`config.mk`:
```
export PLATFORM = sky130hd
export DESIGN_NAME = wdog_ctrl
export DESIGN_NICKNAME = d
export VERILOG_FILES = /design/src/rtl/wdog_pkg.sv /design/src/rtl/wdog_ctrl.sv
export VERILOG_INCLUDE_DIRS = /design/src /design/src/rtl
export SDC_FILE = /design/constraint.sdc
export NUM_CORES = 1
export LEC_CHECK = 0
export ABC_AREA = 1
export BUFFER_PORTS_ARGS = -buffer_cell sky130_fd_sc_hd__buf_4
export CAP_MARGIN = 40
export CORE_MARGIN = 4
export CORE_UTILIZATION = 58
export CTS_CLUSTER_DIAMETER = 120
export DETAILED_ROUTE_END_ITERATION = 16
export GPL_ROUTABILITY_DRIVEN = 0
export PLACE_DENSITY = 0.79
export REMOVE_ABC_BUFFERS = 1
export SYNTH_ARGS = -nofsm -noshare
export SYNTH_HDL_FRONTEND = slang
export SYNTH_SLANG_ARGS = --single-unit
```
`constraint.sdc`:
```
create_clock -name i_ref_clk -period 1.7 [get_ports i_ref_clk]
set_input_delay 0.17 -clock i_ref_clk [delete_from_list [all_inputs] [get_ports i_ref_clk]]
set_output_delay 0.17 -clock i_ref_clk [all_outputs]
set_load 0.005 [all_outputs]
```
`src/rtl/wdog_defs.svh`:
```
// Offsets, field positions, reset values and timing counts of the watchdog block.
// Assumes inclusion by bare name from the design module and the bench.
`ifndef WDOG_DEFS_SVH
`define WDOG_DEFS_SVH
`define ADDR_WDOG_CTRL      8'hD8
`define ADDR_IRQ_ENABLE     8'hE8
`define ADDR_IRQ_PRIORITY   8'hF8
`define ADDR_WDOG_STATUS    8'hD9
`define ADDR_WDOG_MASK      8'hDA
`define BIT_RESTART         0
`define BIT_RESET_ENABLE    1
`define BIT_RESET_CAUSE     2
`define BIT_TIMEOUT_FLAG    3
`define BIT_CLOCK_SELECT    4
`define BIT_POWER_ON        6
`define BIT_WDOG_IRQ_EN     5
`define IRQ_REG_MASK        8'h3F
`define IRQ_REG_RESET       8'h00
`define CTRL_WRITE_MASK     8'h1B
`define WDOG_TIMEOUT_CYCLES 20'h1_0000
`define WDOG_RESET_DELAY    10'h200
`define EV_TIMEOUT          0
`define EV_WDOG_RESET       1
`endif

```
`src/rtl/wdog_pkg.sv`:
```
// Types shared by the watchdog control block.
// Assumes the defines header sits beside it.
package wdog_pkg;
	typedef enum logic [1:0] {
		ST_COUNT,
		ST_GRACE,
		ST_FIRED
	} wdog_state_t;

	typedef struct packed {
		wdog_state_t  state;
		logic [19:0]  count;
		logic [9:0]   grace;
		logic         power_on;
		logic         clock_select;
		logic         timeout_flag;
		logic         reset_cause;
		logic         reset_enable;
		logic         restart;
		logic [7:0]   irq_enable;
		logic [7:0]   irq_priority;
		logic [1:0]   ev_status;
		logic [1:0]   ev_mask;
		logic [7:0]   rdata;
		logic         sys_reset;
		logic         wdog_irq_req;
		logic         wdog_irq_high;
		logic         ev_irq;
		logic         prev_sub_clk;
	} wdog_regs_t;
endpackage

```
`src/rtl/wdog_ctrl.sv`:
```
// Watchdog control, reset cause flags and extended interrupt bits.
// Assumes a plain register port, one clock, and reset kinds given as strobes.
//
// Overview of operation
// - Power-on flag set by power-up, cleared only by software write.
// - Counter ticks on sub clock edge if select is one, else main clock.
// - Timeout flag set each time the counter reaches its timeout with no reset in the same cycle.
// - Watchdog request needs flag, enable, global enable and other conditions.
// - Timeout flag cleared by software writing zero or by any reset.
// - Reset cause flag set on watchdog reset, held until software or a power-fail or power-on reset clears it.
// - Reset cause flag cleared by power-fail or power-on reset.
// - With reset enable zero, the watchdog never touches the cause flag.
// - Watchdog system reset only while reset enable is one.
// - Writing one to restart reloads counter; restart bit clears itself.
// - System reset 512 clocks after timeout when enabled and not restarted.
// - External reset loads control pattern, keeping cause flag and unchanged bits.
// - Reset enable cleared on power-on reset only.
// - Enable register holds six source enables, top two bits reserved.
// - Priority bit zero means low priority, one means high priority.
// - Enable and priority registers reset to zero on power-on, external, watchdog reset.
`timescale 1ns/1ps
`include "wdog_defs.svh"
module wdog_ctrl #(
	parameter logic [19:0] TIMEOUT_CYCLES = `WDOG_TIMEOUT_CYCLES
) (
	input  wire logic       i_ref_clk,
	input  wire logic       i_sys_rst,
	input  wire logic       i_por_rst,
	input  wire logic       i_ext_rst,
	input  wire logic       i_pfail_rst,
	input  wire logic       i_sub_clk,
	input  wire logic       i_global_irq_en,
	input  wire logic       i_irq_other_ok,
	input  wire logic [7:0] i_addr,
	input  wire logic [7:0] i_wdata,
	input  wire logic       i_wr,
	input  wire logic       i_rd,
	output logic      [7:0] o_rdata,
	output logic            o_wdog_sys_reset,
	output logic            o_wdog_irq_req,
	output logic            o_wdog_irq_high,
	output logic            o_irq
);
	// ******************************************************
	// State
	// ******************************************************
	wdog_pkg::wdog_regs_t r_r;
	wdog_pkg::wdog_regs_t r_nxt;

	function automatic logic [7:0] ctrl_word(input wdog_pkg::wdog_regs_t s);
		logic [7:0] w;
		w = 8'h00;
		w[`BIT_POWER_ON]     = s.power_on;
		w[`BIT_CLOCK_SELECT] = s.clock_select;
		w[`BIT_TIMEOUT_FLAG] = s.timeout_flag;
		w[`BIT_RESET_CAUSE]  = s.reset_cause;
		w[`BIT_RESET_ENABLE] = s.reset_enable;
		w[`BIT_RESTART]      = s.restart;
		return w;
	endfunction

	logic tick;
	logic wr_ctrl;
	logic hit_timeout;
	logic any_reset;
	logic [1:0] ev_set;

	// ******************************************************
	// Next state
	// ******************************************************
	always_comb begin
		r_nxt       = r_r;
		r_nxt.prev_sub_clk = i_sub_clk;
		tick        = r_r.clock_select ? (i_sub_clk & ~r_r.prev_sub_clk) : 1'b1;
		wr_ctrl     = i_wr && (i_addr == `ADDR_WDOG_CTRL);
		hit_timeout = tick && (r_r.state == wdog_pkg::ST_COUNT)
		              && (r_r.count == TIMEOUT_CYCLES - 20'h0_0001);
		any_reset   = i_por_rst | i_ext_rst | i_pfail_rst | r_r.sys_reset;
		ev_set      = 2'b00;
		r_nxt.restart   = 1'b0;
		r_nxt.sys_reset = 1'b0;

		// Counter and grace window
		case (r_r.state)
			wdog_pkg::ST_COUNT: begin
				if (tick) begin
					r_nxt.count = r_r.count + 20'h0_0001;
				end
				if (hit_timeout) begin
					r_nxt.count = 20'h0_0000;
					r_nxt.grace = 10'h000;
					r_nxt.state = wdog_pkg::ST_GRACE;
				end
			end
			wdog_pkg::ST_GRACE: begin
				// Grace counts core clocks regardless of the counter source
				r_nxt.grace = r_r.grace + 10'h001;
				if (r_r.grace == `WDOG_RESET_DELAY - 10'h001) begin
					if (r_r.reset_enable) begin
						r_nxt.sys_reset = 1'b1;
						r_nxt.state     = wdog_pkg::ST_FIRED;
					end else begin
						r_nxt.state = wdog_pkg::ST_COUNT;
					end
				end
			end
			wdog_pkg::ST_FIRED: begin
				r_nxt.state = wdog_pkg::ST_COUNT;
			end
			default: begin
				r_nxt.state = wdog_pkg::ST_COUNT;
			end
		endcase
		if (hit_timeout) begin
			ev_set[`EV_TIMEOUT] = 1'b1;
		end

		// Register writes
		if (wr_ctrl) begin
			r_nxt.clock_select = i_wdata[`BIT_CLOCK_SELECT];
			r_nxt.reset_enable = i_wdata[`BIT_RESET_ENABLE];
			if (!i_wdata[`BIT_POWER_ON]) begin
				r_nxt.power_on = 1'b0;
			end
			if (!i_wdata[`BIT_TIMEOUT_FLAG]) begin
				r_nxt.timeout_flag = 1'b0;
			end
			if (!i_wdata[`BIT_RESET_CAUSE]) begin
				r_nxt.reset_cause = 1'b0;
			end
			if (i_wdata[`BIT_RESTART]) begin
				r_nxt.restart = 1'b1;
				r_nxt.count   = 20'h0_0000;
				r_nxt.grace   = 10'h000;
				r_nxt.state   = wdog_pkg::ST_COUNT;
			end
		end
		if (i_wr && (i_addr == `ADDR_IRQ_ENABLE)) begin
			r_nxt.irq_enable = i_wdata & `IRQ_REG_MASK;
		end
		if (i_wr && (i_addr == `ADDR_IRQ_PRIORITY)) begin
			r_nxt.irq_priority = i_wdata & `IRQ_REG_MASK;
		end
		if (i_wr && (i_addr == `ADDR_WDOG_STATUS)) begin
			r_nxt.ev_status = r_r.ev_status & ~i_wdata[1:0];
		end
		if (i_wr && (i_addr == `ADDR_WDOG_MASK)) begin
			r_nxt.ev_mask = i_wdata[1:0];
		end

		// Hardware set wins over software clear
		if (hit_timeout) begin
			r_nxt.timeout_flag = 1'b1;
		end
		if (r_r.sys_reset && r_r.reset_enable) begin
			r_nxt.reset_cause = 1'b1;
			ev_set[`EV_WDOG_RESET] = 1'b1;
		end
		r_nxt.ev_status = r_nxt.ev_status | ev_set;

		// Reset kinds; watchdog reset arrives as sys_reset one cycle later
		if (any_reset) begin
			r_nxt.timeout_flag = 1'b0;
			r_nxt.irq_enable   = `IRQ_REG_RESET;
			r_nxt.irq_priority = `IRQ_REG_RESET;
			r_nxt.restart      = 1'b0;
			r_nxt.count        = 20'h0_0000;
			r_nxt.grace        = 10'h000;
			r_nxt.state        = wdog_pkg::ST_COUNT;
			r_nxt.clock_select = 1'b0;
		end
		// External reset leaves power_on, cause and reset enable alone
		if (i_pfail_rst) begin
			r_nxt.reset_cause = 1'b0;
		end
		if (i_por_rst) begin
			r_nxt.power_on     = 1'b1;
			r_nxt.reset_cause  = 1'b0;
			r_nxt.reset_enable = 1'b0;
		end

		// Interrupt outputs
		r_nxt.wdog_irq_req  = r_nxt.timeout_flag && r_nxt.irq_enable[`BIT_WDOG_IRQ_EN]
		                      && i_global_irq_en && i_irq_other_ok;
		r_nxt.wdog_irq_high = r_nxt.irq_priority[`BIT_WDOG_IRQ_EN];
		r_nxt.ev_irq        = |(r_nxt.ev_status & r_nxt.ev_mask);

		// Read data, one cycle later
		r_nxt.rdata = 8'h00;
		if (i_rd) begin
			case (i_addr)
				`ADDR_WDOG_CTRL:    r_nxt.rdata = ctrl_word(r_r);
				`ADDR_IRQ_ENABLE:   r_nxt.rdata = r_r.irq_enable;
				`ADDR_IRQ_PRIORITY: r_nxt.rdata = r_r.irq_priority;
				`ADDR_WDOG_STATUS:  r_nxt.rdata = {6'h00, r_r.ev_status};
				`ADDR_WDOG_MASK:    r_nxt.rdata = {6'h00, r_r.ev_mask};
				default:            r_nxt.rdata = 8'h00;
			endcase
		end
	end

	// ******************************************************
	// Registers
	// ******************************************************
	always_ff @(posedge i_ref_clk) begin
		if (i_sys_rst) begin
			r_r              <= '0;
			r_r.power_on     <= 1'b1;
			r_r.state        <= wdog_pkg::ST_COUNT;
		end else begin
			r_r <= r_nxt;
		end
	end

	assign o_rdata          = r_r.rdata;
	assign o_wdog_sys_reset = r_r.sys_reset;
	assign o_wdog_irq_req   = r_r.wdog_irq_req;
	assign o_wdog_irq_high  = r_r.wdog_irq_high;
	assign o_irq            = r_r.ev_irq;

	// ******************************************************
	// Checks
	// ******************************************************
	property p_timeout_sets_flag;
		@(posedge i_ref_clk) disable iff (i_sys_rst)
		(hit_timeout && !any_reset) |=> r_r.timeout_flag;
	endproperty
	a_timeout_sets_flag: assert property (p_timeout_sets_flag)
		else $error("timeout did not set flag");

	property p_restart_self_clears;
		@(posedge i_ref_clk) disable iff (i_sys_rst)
		(r_r.restart && !(wr_ctrl && i_wdata[`BIT_RESTART])) |=> !r_r.restart;
	endproperty
	a_restart_self_clears: assert property (p_restart_self_clears)
		else $error("restart bit stuck");

	property p_reset_only_enabled;
		@(posedge i_ref_clk) disable iff (i_sys_rst)
		$rose(r_r.sys_reset) |-> $past(r_r.reset_enable);
	endproperty
	a_reset_only_enabled: assert property (p_reset_only_enabled)
		else $error("watchdog reset while disabled");

	property p_reset_delay;
		@(posedge i_ref_clk) disable iff (i_sys_rst)
		(hit_timeout && r_r.reset_enable && !any_reset && !wr_ctrl)
		##1 (!wr_ctrl && !any_reset && r_r.reset_enable) [*8]
		|-> (r_r.state == wdog_pkg::ST_GRACE) && !r_r.sys_reset;
	endproperty
	a_reset_delay: assert property (p_reset_delay)
		else $error("reset before delay elapsed");

	property p_por_clears_enable;
		@(posedge i_ref_clk) disable iff (i_sys_rst)
		i_por_rst |=> !r_r.reset_enable && r_r.power_on && !r_r.reset_cause;
	endproperty
	a_por_clears_enable: assert property (p_por_clears_enable)
		else $error("power-on reset state wrong");

	property p_pfail_clears_cause;
		@(posedge i_ref_clk) disable iff (i_sys_rst)
		i_pfail_rst |=> !r_r.reset_cause;
	endproperty
	a_pfail_clears_cause: assert property (p_pfail_clears_cause)
		else $error("cause flag not cleared");

	property p_ext_keeps_cause;
		@(posedge i_ref_clk) disable iff (i_sys_rst)
		(i_ext_rst && !i_por_rst && !i_pfail_rst && !wr_ctrl && !r_r.sys_reset)
		|=> (r_r.reset_cause == $past(r_r.reset_cause))
		    && (r_r.power_on == $past(r_r.power_on));
	endproperty
	a_ext_keeps_cause: assert property (p_ext_keeps_cause)
		else $error("external reset changed cause flag");

	property p_irq_regs_reset;
		@(posedge i_ref_clk) disable iff (i_sys_rst)
		any_reset |=> (r_r.irq_enable == 8'h00) && (r_r.irq_priority == 8'h00)
		              && !r_r.timeout_flag;
	endproperty
	a_irq_regs_reset: assert property (p_irq_regs_reset)
		else $error("enable or priority not reset");

	property p_irq_request;
		@(posedge i_ref_clk) disable iff (i_sys_rst)
		o_wdog_irq_req |-> r_r.timeout_flag && r_r.irq_enable[`BIT_WDOG_IRQ_EN];
	endproperty
	a_irq_request: assert property (p_irq_request)
		else $error("request without cause");

	property p_power_on_sticky;
		@(posedge i_ref_clk) disable iff (i_sys_rst)
		$fell(r_r.power_on) |-> $past(wr_ctrl) && !$past(i_wdata[`BIT_POWER_ON]);
	endproperty
	a_power_on_sticky: assert property (p_power_on_sticky)
		else $error("power-on flag cleared without write");

	property p_sub_clock_hold;
		@(posedge i_ref_clk) disable iff (i_sys_rst)
		(r_r.clock_select && (r_r.state == wdog_pkg::ST_COUNT) && !wr_ctrl && !any_reset
		 && !(i_sub_clk && !r_r.prev_sub_clk)) |=> $stable(r_r.count);
	endproperty
	a_sub_clock_hold: assert property (p_sub_clock_hold)
		else $error("counter moved without sub clock edge");

	property p_flag_write_clear;
		@(posedge i_ref_clk) disable iff (i_sys_rst)
		(wr_ctrl && !i_wdata[`BIT_TIMEOUT_FLAG] && !hit_timeout) |=> !r_r.timeout_flag;
	endproperty
	a_flag_write_clear: assert property (p_flag_write_clear)
		else $error("timeout flag not cleared by write");

	property p_cause_set;
		@(posedge i_ref_clk) disable iff (i_sys_rst)
		(r_r.sys_reset && r_r.reset_enable && !i_pfail_rst && !i_por_rst) |=> r_r.reset_cause;
	endproperty
	a_cause_set: assert property (p_cause_set)
		else $error("cause flag not set by watchdog reset");

	property p_cause_untouched;
		@(posedge i_ref_clk) disable iff (i_sys_rst)
		(!r_r.reset_enable && !r_r.reset_cause) |=> !r_r.reset_cause;
	endproperty
	a_cause_untouched: assert property (p_cause_untouched)
		else $error("cause flag set while reset disabled");

	property p_sys_reset_pulse;
		@(posedge i_ref_clk) disable iff (i_sys_rst)
		r_r.sys_reset |=> !r_r.sys_reset;
	endproperty
	a_sys_reset_pulse: assert property (p_sys_reset_pulse)
		else $error("system reset longer than one cycle");

	property p_irq_reserved;
		@(posedge i_ref_clk) disable iff (i_sys_rst)
		(r_r.irq_enable[7:6] == 2'b00) && (r_r.irq_priority[7:6] == 2'b00);
	endproperty
	a_irq_reserved: assert property (p_irq_reserved)
		else $error("reserved interrupt bits set");

	c_timeout: cover property (@(posedge i_ref_clk) disable iff (i_sys_rst) hit_timeout);
	c_sys_reset: cover property (@(posedge i_ref_clk) disable iff (i_sys_rst)
		$rose(r_r.sys_reset));
	c_restart: cover property (@(posedge i_ref_clk) disable iff (i_sys_rst)
		(r_r.state == wdog_pkg::ST_GRACE) && wr_ctrl && i_wdata[`BIT_RESTART]);
endmodule // wdog_ctrl

```
==> impl_metrics.py, run 1 <==
metrics = {
    "grt": {
        "grt_max_degree": 21,
        "grt_use_total_pct": 21.7,
        "grt_pass1_wl_um": 12400,
        "overflow": 0,
        "grt_pass1_vias": 2901,
        "antenna_found_initial": 0,
    },
    "timing": {
        "slew_violations": 0,
        "max_freq_mhz": 659,
        "fin_crit_ps": 1520,
        "timing.final.crit_share_pct": 89.2,
        "finalSetupViolCount": 0,
        "hold_viol": 0,
        "setup_tns_ps": 0,
        "finalClockSkew_ps": 8.77,
    },
    "power": {
        "p_per_area_nw_per_um2": 777,
        "finalPower_mw": 2.93,
        "p_leak_nw": 1.53,
        "peakVddDrop_uv": 522,
    },
    "clocking": {
        "cts-root-buf": "clkbuf_8",
        "clk_latency_ps": 340,
        "post-cts-setup-buffer-count": 0,
        "cts_made_buffers": 9,
        "clock-sinks": 65,
        "htree_levels": 3,
        "clk_path_buf_depth": 2,
        "clk_pin_slew_ps": 70,
        "cts_tree": "done",
    },
    "job": {
        "maxCapViolCount": 0,
    },
    "worst_setup_path": {
        "crit_path_frequent_cell": "nand2_1",
        "rr_startpoint": "r_r[49]$_SDFF_PP0_",
        "critPathRequiredTime_ps": 1920,
        "cp_max_fo": 9,
        "rrSetupSlack_ps": 180,
        "critical-path-max-stage-delay_ps": 360,
        "rr_endpoint": "r_r[44]$_SDFF_PP0_",
        "crit_chain": "ha_1, nand2_1, nor2_2, nand2_1, nor2_1, nand3_2, buf_4, nand2_1, a21oi_1",
        "endpoint_kind": "flip-flop",
        "worstPathArrival_ps": 1730,
        "slowest_stage": "dfxtp_1",
        "r2r_cells": 9,
        "criticalPathCategory": "reg -> reg",
        "cp-start-kind": "flip-flop",
    },
    "worst_hold_path": {
        "min_to": "r_r[38]$_SDFFE_PP1P_",
        "worstHoldPathType": "in -> reg",
        "hold_depth": 3,
        "hp-start": "i_por_rst",
    },
    "detailed_routing": {
        "drtPass1Iterations": 5,
        "detail_route.wirelength_um": 7180,
        "ant_nets": 0,
        "first_iter_violations": 148,
        "wire_per_inst_um": 12.1,
        "drc": 0,
        "via_per_inst": 5.17,
        "vias": 3067,
    },
    "floorplanning": {
        "die_y_um": 83.0,
        "die_area_sq_um": 6890,
        "start_util_pct": 59.6,
        "core_region_area_sq_um": 5470,
        "fp-row-count": 27,
        "ios": 38,
        "die_w_um": 83.0,
    },
    "synthesis": {
        "synth_area_sq_um": 3260,
        "ys_async_sr_fraction_pct": 0,
        "avgSynthCellArea_sq_um": 6.84,
        "netlist-cell-type-count": 32,
        "synth-edff-count": 0,
        "netlist_top_cells_area": "dfxtp_1, nand2_1, nor2_1",
        "synth_top_area_share_pct": 39.9,
        "yosysTopAreaCell": "dfxtp_1",
        "synth-seq-area-share_pct": 39.9,
        "synth_seq_cells": 65,
        "synth_cells": 477,
        "yosys_warnings": 0,
        "ys_dominant_reg_cell": "dfxtp_1",
    },
    "place": {
        "post-dp-hpwl_um": 5310,
        "port-buffer-count": 35,
    },
    "final_layout": {
        "antenna_cells": 0,
        "layout_common_cells": "nand2_1, nor2_1, dfxtp_1",
        "layout_commonest_cell": "nand2_1",
        "area_growth_pct": 15.7,
        "drive_gt1_share_pct": 15.7,
        "nets": 544,
        "fillers": 489,
    },
    "outcome": {
        "outcome": "finished, final reports clean",
    },
}
sequential cells by signal, summed over array words and instances, names as in the netlist:
signal	flops
r_r	55
o_rdata	7
o_irq	1
o_wdog_irq_req	1
o_wdog_sys_reset	1
cells in the mapped netlist, types with 4 or more instances:
cell type / count
xor2_1: 9
inv_2: 4
nand2_1: 119
inv_1: 56
o21ai_0: 22
a21oi_1: 29
nand4_1: 9
nor2_1: 69
buf_4: 10
dfxtp_1: 65
nand3_1: 44
nor2_4: 5
nor2_2: 4
per-stage QoR:
stage / setup slack, ps / area, sq um / utilization (%) / hold slack (ps) / cells
floorplan: 265 / 3150 / - / 239 / 462
global placement: 176 / 3560 / 65.0 / 398 / 577
detailed placement: 162 / 3560 / 65.0 / 402 / 577
CTS: 137 / 3760 / 68.6 / 37.8 / 593
global route: -23.6 / 3770 / 69.0 / 44.7 / 593
finish: 183 / 3770 / 69.0 / 51.5 / 593
area by class of cell:
class	count	area [sq um]	share of cell area (%)
clock buffers	11	141	3.75
clock inverters	5	55.1	1.46
inverters	60	225	5.97
multi-input cells	337	1640	43.4
flip-flops and latches	65	1300	34.5
well taps	72	90.1	2.39
repair buffers	43	323	8.55
routing by layer:
layer	part of all wire (%)	GRT usage, %
met3	5.6	5.95
met4	2.0	10.3
met2	49	37.0
met1	43	25.1
met5	0	0
where the power goes:
group,switching [mW],total (mW),internal (mW)
clock,0.581,1.29,0.712
sequential,0.000999,1.53,1.52
combinational,0.0633,0.114,0.0503
total,0.645,2.93,2.29
how the worst max path moves through the flow:
stage	startpoint	endpoint	slack [ps]	depth (start not counted)
after detailed placement	r_r[49]$_SDFF_PP0_	r_r[44]$_SDFF_PP0_	160	9
after global routing	r_r[50]$_SDFF_PP0_	o_irq$_SDFF_PP0_	-20	10
after floorplan	r_r[49]$_SDFF_PP0_	r_r[44]$_SDFF_PP0_	270	8
final	r_r[49]$_SDFF_PP0_	r_r[44]$_SDFF_PP0_	180	9
after global placement	r_r[49]$_SDFF_PP0_	r_r[44]$_SDFF_PP0_	180	9
after CTS	r_r[40]$_SDFF_PP0_	o_wdog_sys_reset$_SDFF_PP0_	140	6
repair_timing:
item | CTS | global route
hold buffers | 0 | 0
endpoints found under the setup margin | 0 | 13
gates resized for setup | 0 | 4
cell families after synthesis:
family,after synthesis,synth area share (%)
other,1,0.115
xor gates and xnor gates,11,2.95
buffers and inverters,75,10.5
adders and majority gates,2,0.767
DFF,65,39.9
AOI/OAI and AO/OA,59,9.59
and+or+nand+nor,264,36.2
worst max-delay path: cells and delay by family (launching register included):
kind	cells	cell delay [ps]
flip-flops	1	360
buffers and inverters	1	190
AO/OA/AOI/OAI	1	60
AND/OR/NAND/NOR	6	610
adder cells (fa/ha/maj)	1	180
(Power assumes the default switching activity.)
==> inputs of run 2 (changes only) <==
--- a/config.mk
+++ b/config.mk
@@ -9,7 +9,6 @@
 export ABC_AREA = 1
 export BUFFER_PORTS_ARGS = -buffer_cell sky130_fd_sc_hd__buf_4
 export CAP_MARGIN = 40
-export CORE_MARGIN = 4
 export CORE_UTILIZATION = 58
 export CTS_CLUSTER_DIAMETER = 120
 export DETAILED_ROUTE_END_ITERATION = 16
==> constraint.sdc (replaced) <==
create_clock -name i_ref_clk -period 1.4 [get_ports i_ref_clk]
set_input_delay 0.14 -clock i_ref_clk [delete_from_list [all_inputs] [get_ports i_ref_clk]]
set_output_delay 0.14 -clock i_ref_clk [all_outputs]
set_load 0.005 [all_outputs]
==> impl_metrics.py, run 2 (synthesized netlist as in run 1, its figures left out) <==
metrics = {
    "power": {
        "switchingPower_mw": 0.833,
        "seqPwrFrac_pct": 51.8,
        "combPwrFrac_pct": 4.0,
        "p_leak_nw": 1.67,
        "cell_internal_pwr_mw": 2.74,
        "p_per_area_nw_per_um2": 888,
        "netSwitchingFraction_pct": 23.3,
        "finalPower_mw": 3.57,
        "peakVddDrop_uv": 629,
        "clockPowerShare_pct": 44.2,
    },
    "clocking": {
        "cts_tree": "done",
        "htree_levels": 3,
        "clk_pin_slew_ps": 80,
        "cts-root-buf": "clkbuf_8",
        "clk_latency_ps": 350,
        "clock-sinks": 65,
        "clk_path_buf_depth": 2,
        "cts_made_buffers": 9,
    },
    "floorplanning": {
        "start_util_pct": 61.9,
        "ios": 38,
        "die_w_um": 77.0,
        "fp-row-count": 26,
        "core_region_area_sq_um": 5270,
        "die_y_um": 77.0,
        "die_area_sq_um": 5930,
    },
    "final_layout": {
        "drive_gt1_share_pct": 22.6,
        "largest_register_ff_count": 55,
        "fin_area_sq_um": 4030,
        "layout_commonest_cell": "nand2_1",
        "area_growth_pct": 23.4,
        "layout_common_cells": "nand2_1, nor2_1, buf_4",
        "antenna_cells": 0,
        "nets": 568,
        "top_register": "r_r",
        "fillers": 393,
    },
    "outcome": {
        "outcome": "complete, but fails checks",
        "violations": "setup timing",
    },
    "grt": {
        "grt_pass1_wl_um": 12700,
        "grt_use_total_pct": 27.0,
        "grt_pass1_vias": 2986,
        "antenna_found_initial": 0,
        "overflow": 0,
        "grt_max_degree": 21,
    },
    "worst_setup_path": {
        "cp-start-kind": "flip-flop",
        "worstPathArrival_ps": 1680,
        "critical-path-max-stage-delay_ps": 370,
        "endpoint_kind": "flip-flop",
        "crit_chain": "ha_4, nand2_2, nor2_1, nand2_1, nor2_4, nand3_2, nand2_8, nor2_1",
        "cp_top_family": "simple AND/OR/NAND/NOR gates",
        "crit_path_frequent_cell": "nor2_1",
        "critPathRequiredTime_ps": 1640,
        "rr_startpoint": "r_r[49]$_SDFF_PP0_",
        "slowest_stage": "dfxtp_4",
        "startpoint": "r_r[49]$_SDFF_PP0_",
        "cp_max_fo": 20,
        "critPathBufInv": 0,
        "criticalPathCategory": "reg -> reg",
    },
    "detailed_routing": {
        "via_per_inst": 5.25,
        "detail_route.wirelength_um": 7640,
        "ant_nets": 0,
        "drtPass1Iterations": 5,
        "first_iter_violations": 252,
        "wire_per_inst_um": 12.4,
        "vias": 3228,
        "drc": 0,
    },
    "timing": {
        "hold_viol": 0,
        "finalSetupViolCount": 21,
        "timing.final.crit_share_pct": 103,
        "slew_violations": 0,
        "finalClockSkew_ps": 8.42,
        "fin_crit_ps": 1440,
        "grt_setup_unrepaired": "yes",
        "fin_ws_ps": -37.3,
        "max_freq_mhz": 696,
    },
    "place": {
        "port-buffer-count": 35,
        "pre_cts_ws_ps": -83.1,
        "placed_cell_area_sq_um": 3700,
        "post-dp-hpwl_um": 5340,
    },
    "worst_hold_path": {
        "hp-start": "i_sys_rst",
        "worstHoldPathType": "in -> reg",
    },
    "job": {
        "maxCapViolCount": 0,
    },
}
-- run 2: cell count changes in the layout (fill, tap and decap cells not counted), moves of 4 or more --
cell / previous run / this run
dfxtp_2: 0 / 4
nand2_1: 119 / 113
buf_4: 43 / 62
dfxtp_1: 65 / 60
nand2_2: 1 / 7
buf_6: 0 / 5
nor2_1: 67 / 63
-- run 2: per-stage QoR --
stage / hold WS, ps / util [%] / setup TNS, ps / std cells
after floorplan: 209 / - / -129 / 462
after global routing: 15.6 / 76.4 / -3100 / 615
after CTS: 11.6 / 75.4 / -154 / 614
final: 19.9 / 76.4 / -397 / 615
after detailed placement: 375 / 70.2 / -1130 / 594
after global placement: 368 / 70.2 / -55.8 / 594
-- run 2: power by group through the flow --
| stage | clock network (mW) | registers (mW) | logic, mW |
|---|---|---|---|
| after global routing | 1.68 | 1.85 | 0.159 |
| after CTS | 1.58 | 1.85 | 0.142 |
| after global placement | 0 | 1.89 | 0.137 |
| after detailed placement | 0 | 1.89 | 0.139 |
| after floorplan | 0 | 1.89 | 0.0479 |
| final | 1.58 | 1.85 | 0.145 |
-- run 2: layer usage --
layer	up-vias	global-route usage [%]	routed length (um)
li1	1638	-	-
met1	1475	30.8	3160
met2	101	47.5	3890
met3	14	5.00	399
met4	0	14.9	183
met5	-	0	0
-- run 2: path summary, 6_finish.rpt --
path                                               to  slack, ps  depth (start not counted)
worst min-delay path               r_r[15]$_SDFF_PP0_         20                          2
worst max register to register     r_r[61]$_SDFF_PP0_        -40                          8
worst min register to register  o_rdata[6]$_SDFF_PP0_        440                          2
worst max-delay path               r_r[61]$_SDFF_PP0_        -40                          8
-- run 2: final cells by class --
cell class	count	area (sq um)	share of cell area, %
clock buffer	10	128	3.17
timing repair buffer	67	522	13.0
sequential	65	1310	32.5
inverter	60	225	5.59
clock inverter	6	68.8	1.71
multi-input combinational	337	1690	41.9
tap	70	87.6	2.18
-- run 2: worst register-to-register path, cell delays in order (launching register included) --
cell     delay, ps
dfxtp_4        370
ha_4           130
nand2_2         70
nor2_1         100
nand2_1         90
nor2_4         130
nand3_2        170
nand2_8        190
nor2_1          80
-- run 2: what timing repair did --
| action | 4_1_cts | 5_1_grt |
|---|---|---|
| gates cloned | 1 | 0 |
| setup buffers | 3 | 2 |
| pin swaps | 8 | 9 |
| endpoints found under the setup margin | 31 | 35 |
| hold buffers | 0 | 0 |
| gates resized for setup | 14 | 17 |
==> inputs of run 3 (changes only) <==
--- a/config.mk
+++ b/config.mk
@@ -6,10 +6,9 @@
 export SDC_FILE = /design/constraint.sdc
 export NUM_CORES = 1
 export LEC_CHECK = 0
-export ABC_AREA = 1
 export BUFFER_PORTS_ARGS = -buffer_cell sky130_fd_sc_hd__buf_4
-export CAP_MARGIN = 40
-export CORE_UTILIZATION = 58
+export CAP_MARGIN = 20
+export CORE_UTILIZATION = 57
 export CTS_CLUSTER_DIAMETER = 120
 export DETAILED_ROUTE_END_ITERATION = 16
 export GPL_ROUTABILITY_DRIVEN = 0
==> impl_metrics.py, run 3 <==
metrics = {
    "clocking": {
        "clk_pin_slew_ps": 80,
        "clock-sinks": 65,
        "cts_tree": "done",
        "clk_latency_ps": 360,
        "cts-root-buf": "clkbuf_8",
        "htree_levels": 3,
        "clk_path_buf_depth": 2,
        "cts_made_buffers": 9,
    },
    "synthesis": {
        "synth_most_common_cell": "dfxtp_1",
        "synthTopCellsByCount": "dfxtp_1, nor2_1, nand2_1, mux2i_1, nand3_1",
        "netlist-cell-type-count": 54,
        "avgSynthCellArea_sq_um": 8.89,
        "synth_cells": 340,
        "synth_area_sq_um": 3020,
        "ys_dominant_reg_cell": "dfxtp_1",
        "yosys_warnings": 0,
        "yosysTopAreaCell": "dfxtp_1",
        "synth_top_area_share_pct": 43.0,
        "synth-edff-count": 0,
        "netlist_top_cells_area": "dfxtp_1, nor2_1, mux2i_1",
        "synth_seq_cells": 65,
        "ys_async_sr_fraction_pct": 0,
        "synth-seq-area-share_pct": 43.0,
    },
    "grt": {
        "antenna_found_initial": 0,
        "overflow": 0,
        "grt_use_total_pct": 34.9,
        "grt_max_degree": 15,
        "grt_pass1_vias": 3161,
        "grt_pass1_wl_um": 14300,
    },
    "place": {
        "port-buffer-count": 35,
        "dp.cells": 508,
        "pre_cts_ws_ps": -328,
        "post-dp-hpwl_um": 5490,
        "placed_cell_area_sq_um": 3890,
    },
    "detailed_routing": {
        "drtPass1Iterations": 6,
        "detail_route.wirelength_um": 12300,
        "first_iter_violations": 377,
        "vias": 3536,
        "wire_per_inst_um": 22.5,
        "ant_nets": 0,
        "drc": 0,
        "via_per_inst": 6.49,
    },
    "power": {
        "peakVddDrop_uv": 975,
        "p_per_area_nw_per_um2": 856,
        "p_leak_nw": 1.87,
    },
    "floorplanning": {
        "start_util_pct": 59.2,
        "die_w_um": 74.8,
        "ios": 38,
        "fp-row-count": 26,
        "die_y_um": 74.8,
        "core_region_area_sq_um": 5110,
        "die_area_sq_um": 5600,
    },
    "worst_hold_path": {
        "hold_depth": 3,
        "worstHoldPathType": "in -> reg",
    },
    "worst_setup_path": {
        "r2r_cells": 8,
        "cp-start-kind": "flip-flop",
        "endpoint_kind": "flip-flop",
        "criticalPathCategory": "reg -> reg",
        "cp_max_fo": 4,
        "critPathRequiredTime_ps": 1650,
        "worstPathArrival_ps": 2060,
    },
    "final_layout": {
        "drive_gt1_share_pct": 49.3,
        "top_register": "r_r",
        "layout_commonest_cell": "buf_4",
        "fillers": 162,
        "largest_register_ff_count": 55,
        "nets": 498,
        "post-route-util_pct": 93.4,
        "antenna_cells": 0,
        "fin_area_sq_um": 4770,
        "fin_cells": 545,
        "layout_common_cells": "buf_4, dfxtp_1, nor2_1",
        "area_growth_pct": 57.7,
    },
    "job": {
        "maxCapViolCount": 0,
    },
    "timing": {
        "timing.final.crit_share_pct": 130,
        "max_freq_mhz": 551,
        "fin_ws_ps": -414,
        "hold_viol": 0,
        "finalClockSkew_ps": 11.7,
        "finalSetupViolCount": 41,
        "fin_crit_ps": 1810,
        "slew_violations": 0,
        "grt_setup_unrepaired": "yes",
    },
    "outcome": {
        "violations": "setup timing",
        "outcome": "complete, but fails checks",
    },
}
-- run 3: cell count changes after synthesis, moves of 6 or more --
| cell | change |
|---|---|
| nor2_1 | -12 |
| nand2_1 | -99 |
| a21oi_1 | -21 |
| a22o_1 | +6 |
| nor3_1 | +7 |
| xnor2_1 | +12 |
| nor4_1 | +7 |
| o21ai_0 | -10 |
| clkbuf_1 | +6 |
| inv_1 | -51 |
| nand3_1 | -27 |
| a31oi_1 | +6 |
| mux2i_1 | +19 |
| nor2b_1 | +7 |
-- run 3: power by group --
group | switching [mW] | leakage (nW) | internal [mW]
registers | 0.00175 | 0.529 | 1.85
logic | 0.110 | 1.22 | 0.116
clock network | 0.822 | 0.115 | 1.18
total | 0.934 | 1.87 | 3.15
-- run 3: layer usage --
metal	track usage [%]	vias up	part of all wire, %
met5	0	-	0
met4	23.9	0	7.2
met3	7.23	98	8.8
met2	62.5	295	49
met1	36.7	1671	35
li1	-	1472	-
-- run 3: layout make-up --
type | count | area [sq um] | share of cell area (%)
well taps | 70 | 87.6 | 1.84
multi-input cells | 251 | 1960 | 41.1
flip-flops and latches | 65 | 1320 | 27.6
clock buffers | 9 | 124 | 2.60
inverters | 5 | 21.3 | 0.446
clock inverters | 7 | 119 | 2.49
repair buffers | 138 | 1140 | 24.0
-- run 3: cells by family after synthesis --
group / share of synthesized area [%]
AO/OA/AOI/OAI: 13.2
multiplexers: 7.04
XOR/XNOR: 5.79
adder cells (fa/ha/maj): 0.828
buffers and inverters: 4.30
AND/OR/NAND/NOR: 25.7
flip-flops: 43.0
other: 0.124
-- run 3: timing repair --
item,in CTS,in global routing
endpoints found under the setup margin,37,46
gates resized for setup,52,60
hold buffers,3,0
pin swaps,22,31
setup buffers,8,9
endpoints found under the hold margin,2,0
cloned,2,1
-- run 3: path summary, 6_finish.rpt --
| path | startpoint | to | slack [ps] |
|---|---|---|---|
| max reg2reg | r_r[56]$_SDFF_PP0_ | r_r[60]$_SDFF_PP0_ | -410 |
| min reg2reg | r_r[38]$_SDFFE_PP1P_ | o_rdata[6]$_SDFF_PP0_ | 540 |
| min | i_sys_rst | r_r[38]$_SDFFE_PP1P_ | 20 |
| max | r_r[56]$_SDFF_PP0_ | r_r[60]$_SDFF_PP0_ | -410 |
-- run 3: stage by stage --
stage	power [mW]	hold WS [ps]	TNS (ps)
2_1_floorplan	1.94	209	-15340
3_3_place_gp	2.06	346	-11410
3_5_place_dp	2.07	340	-13270
4_1_cts	4.00	12.4	-7050
5_1_grt	4.16	39.1	-11970
6_report	4.08	18.6	-10810
-- run 3: worst max-delay path: stages, from the launching register on --
cell and delay, ps:
dfxtp_2 350, buf_6 120, inv_4 50, buf_6 110, a2111o_1 480, buf_4 190, nor3_4 180, xnor2_2 170
nor2_4 50
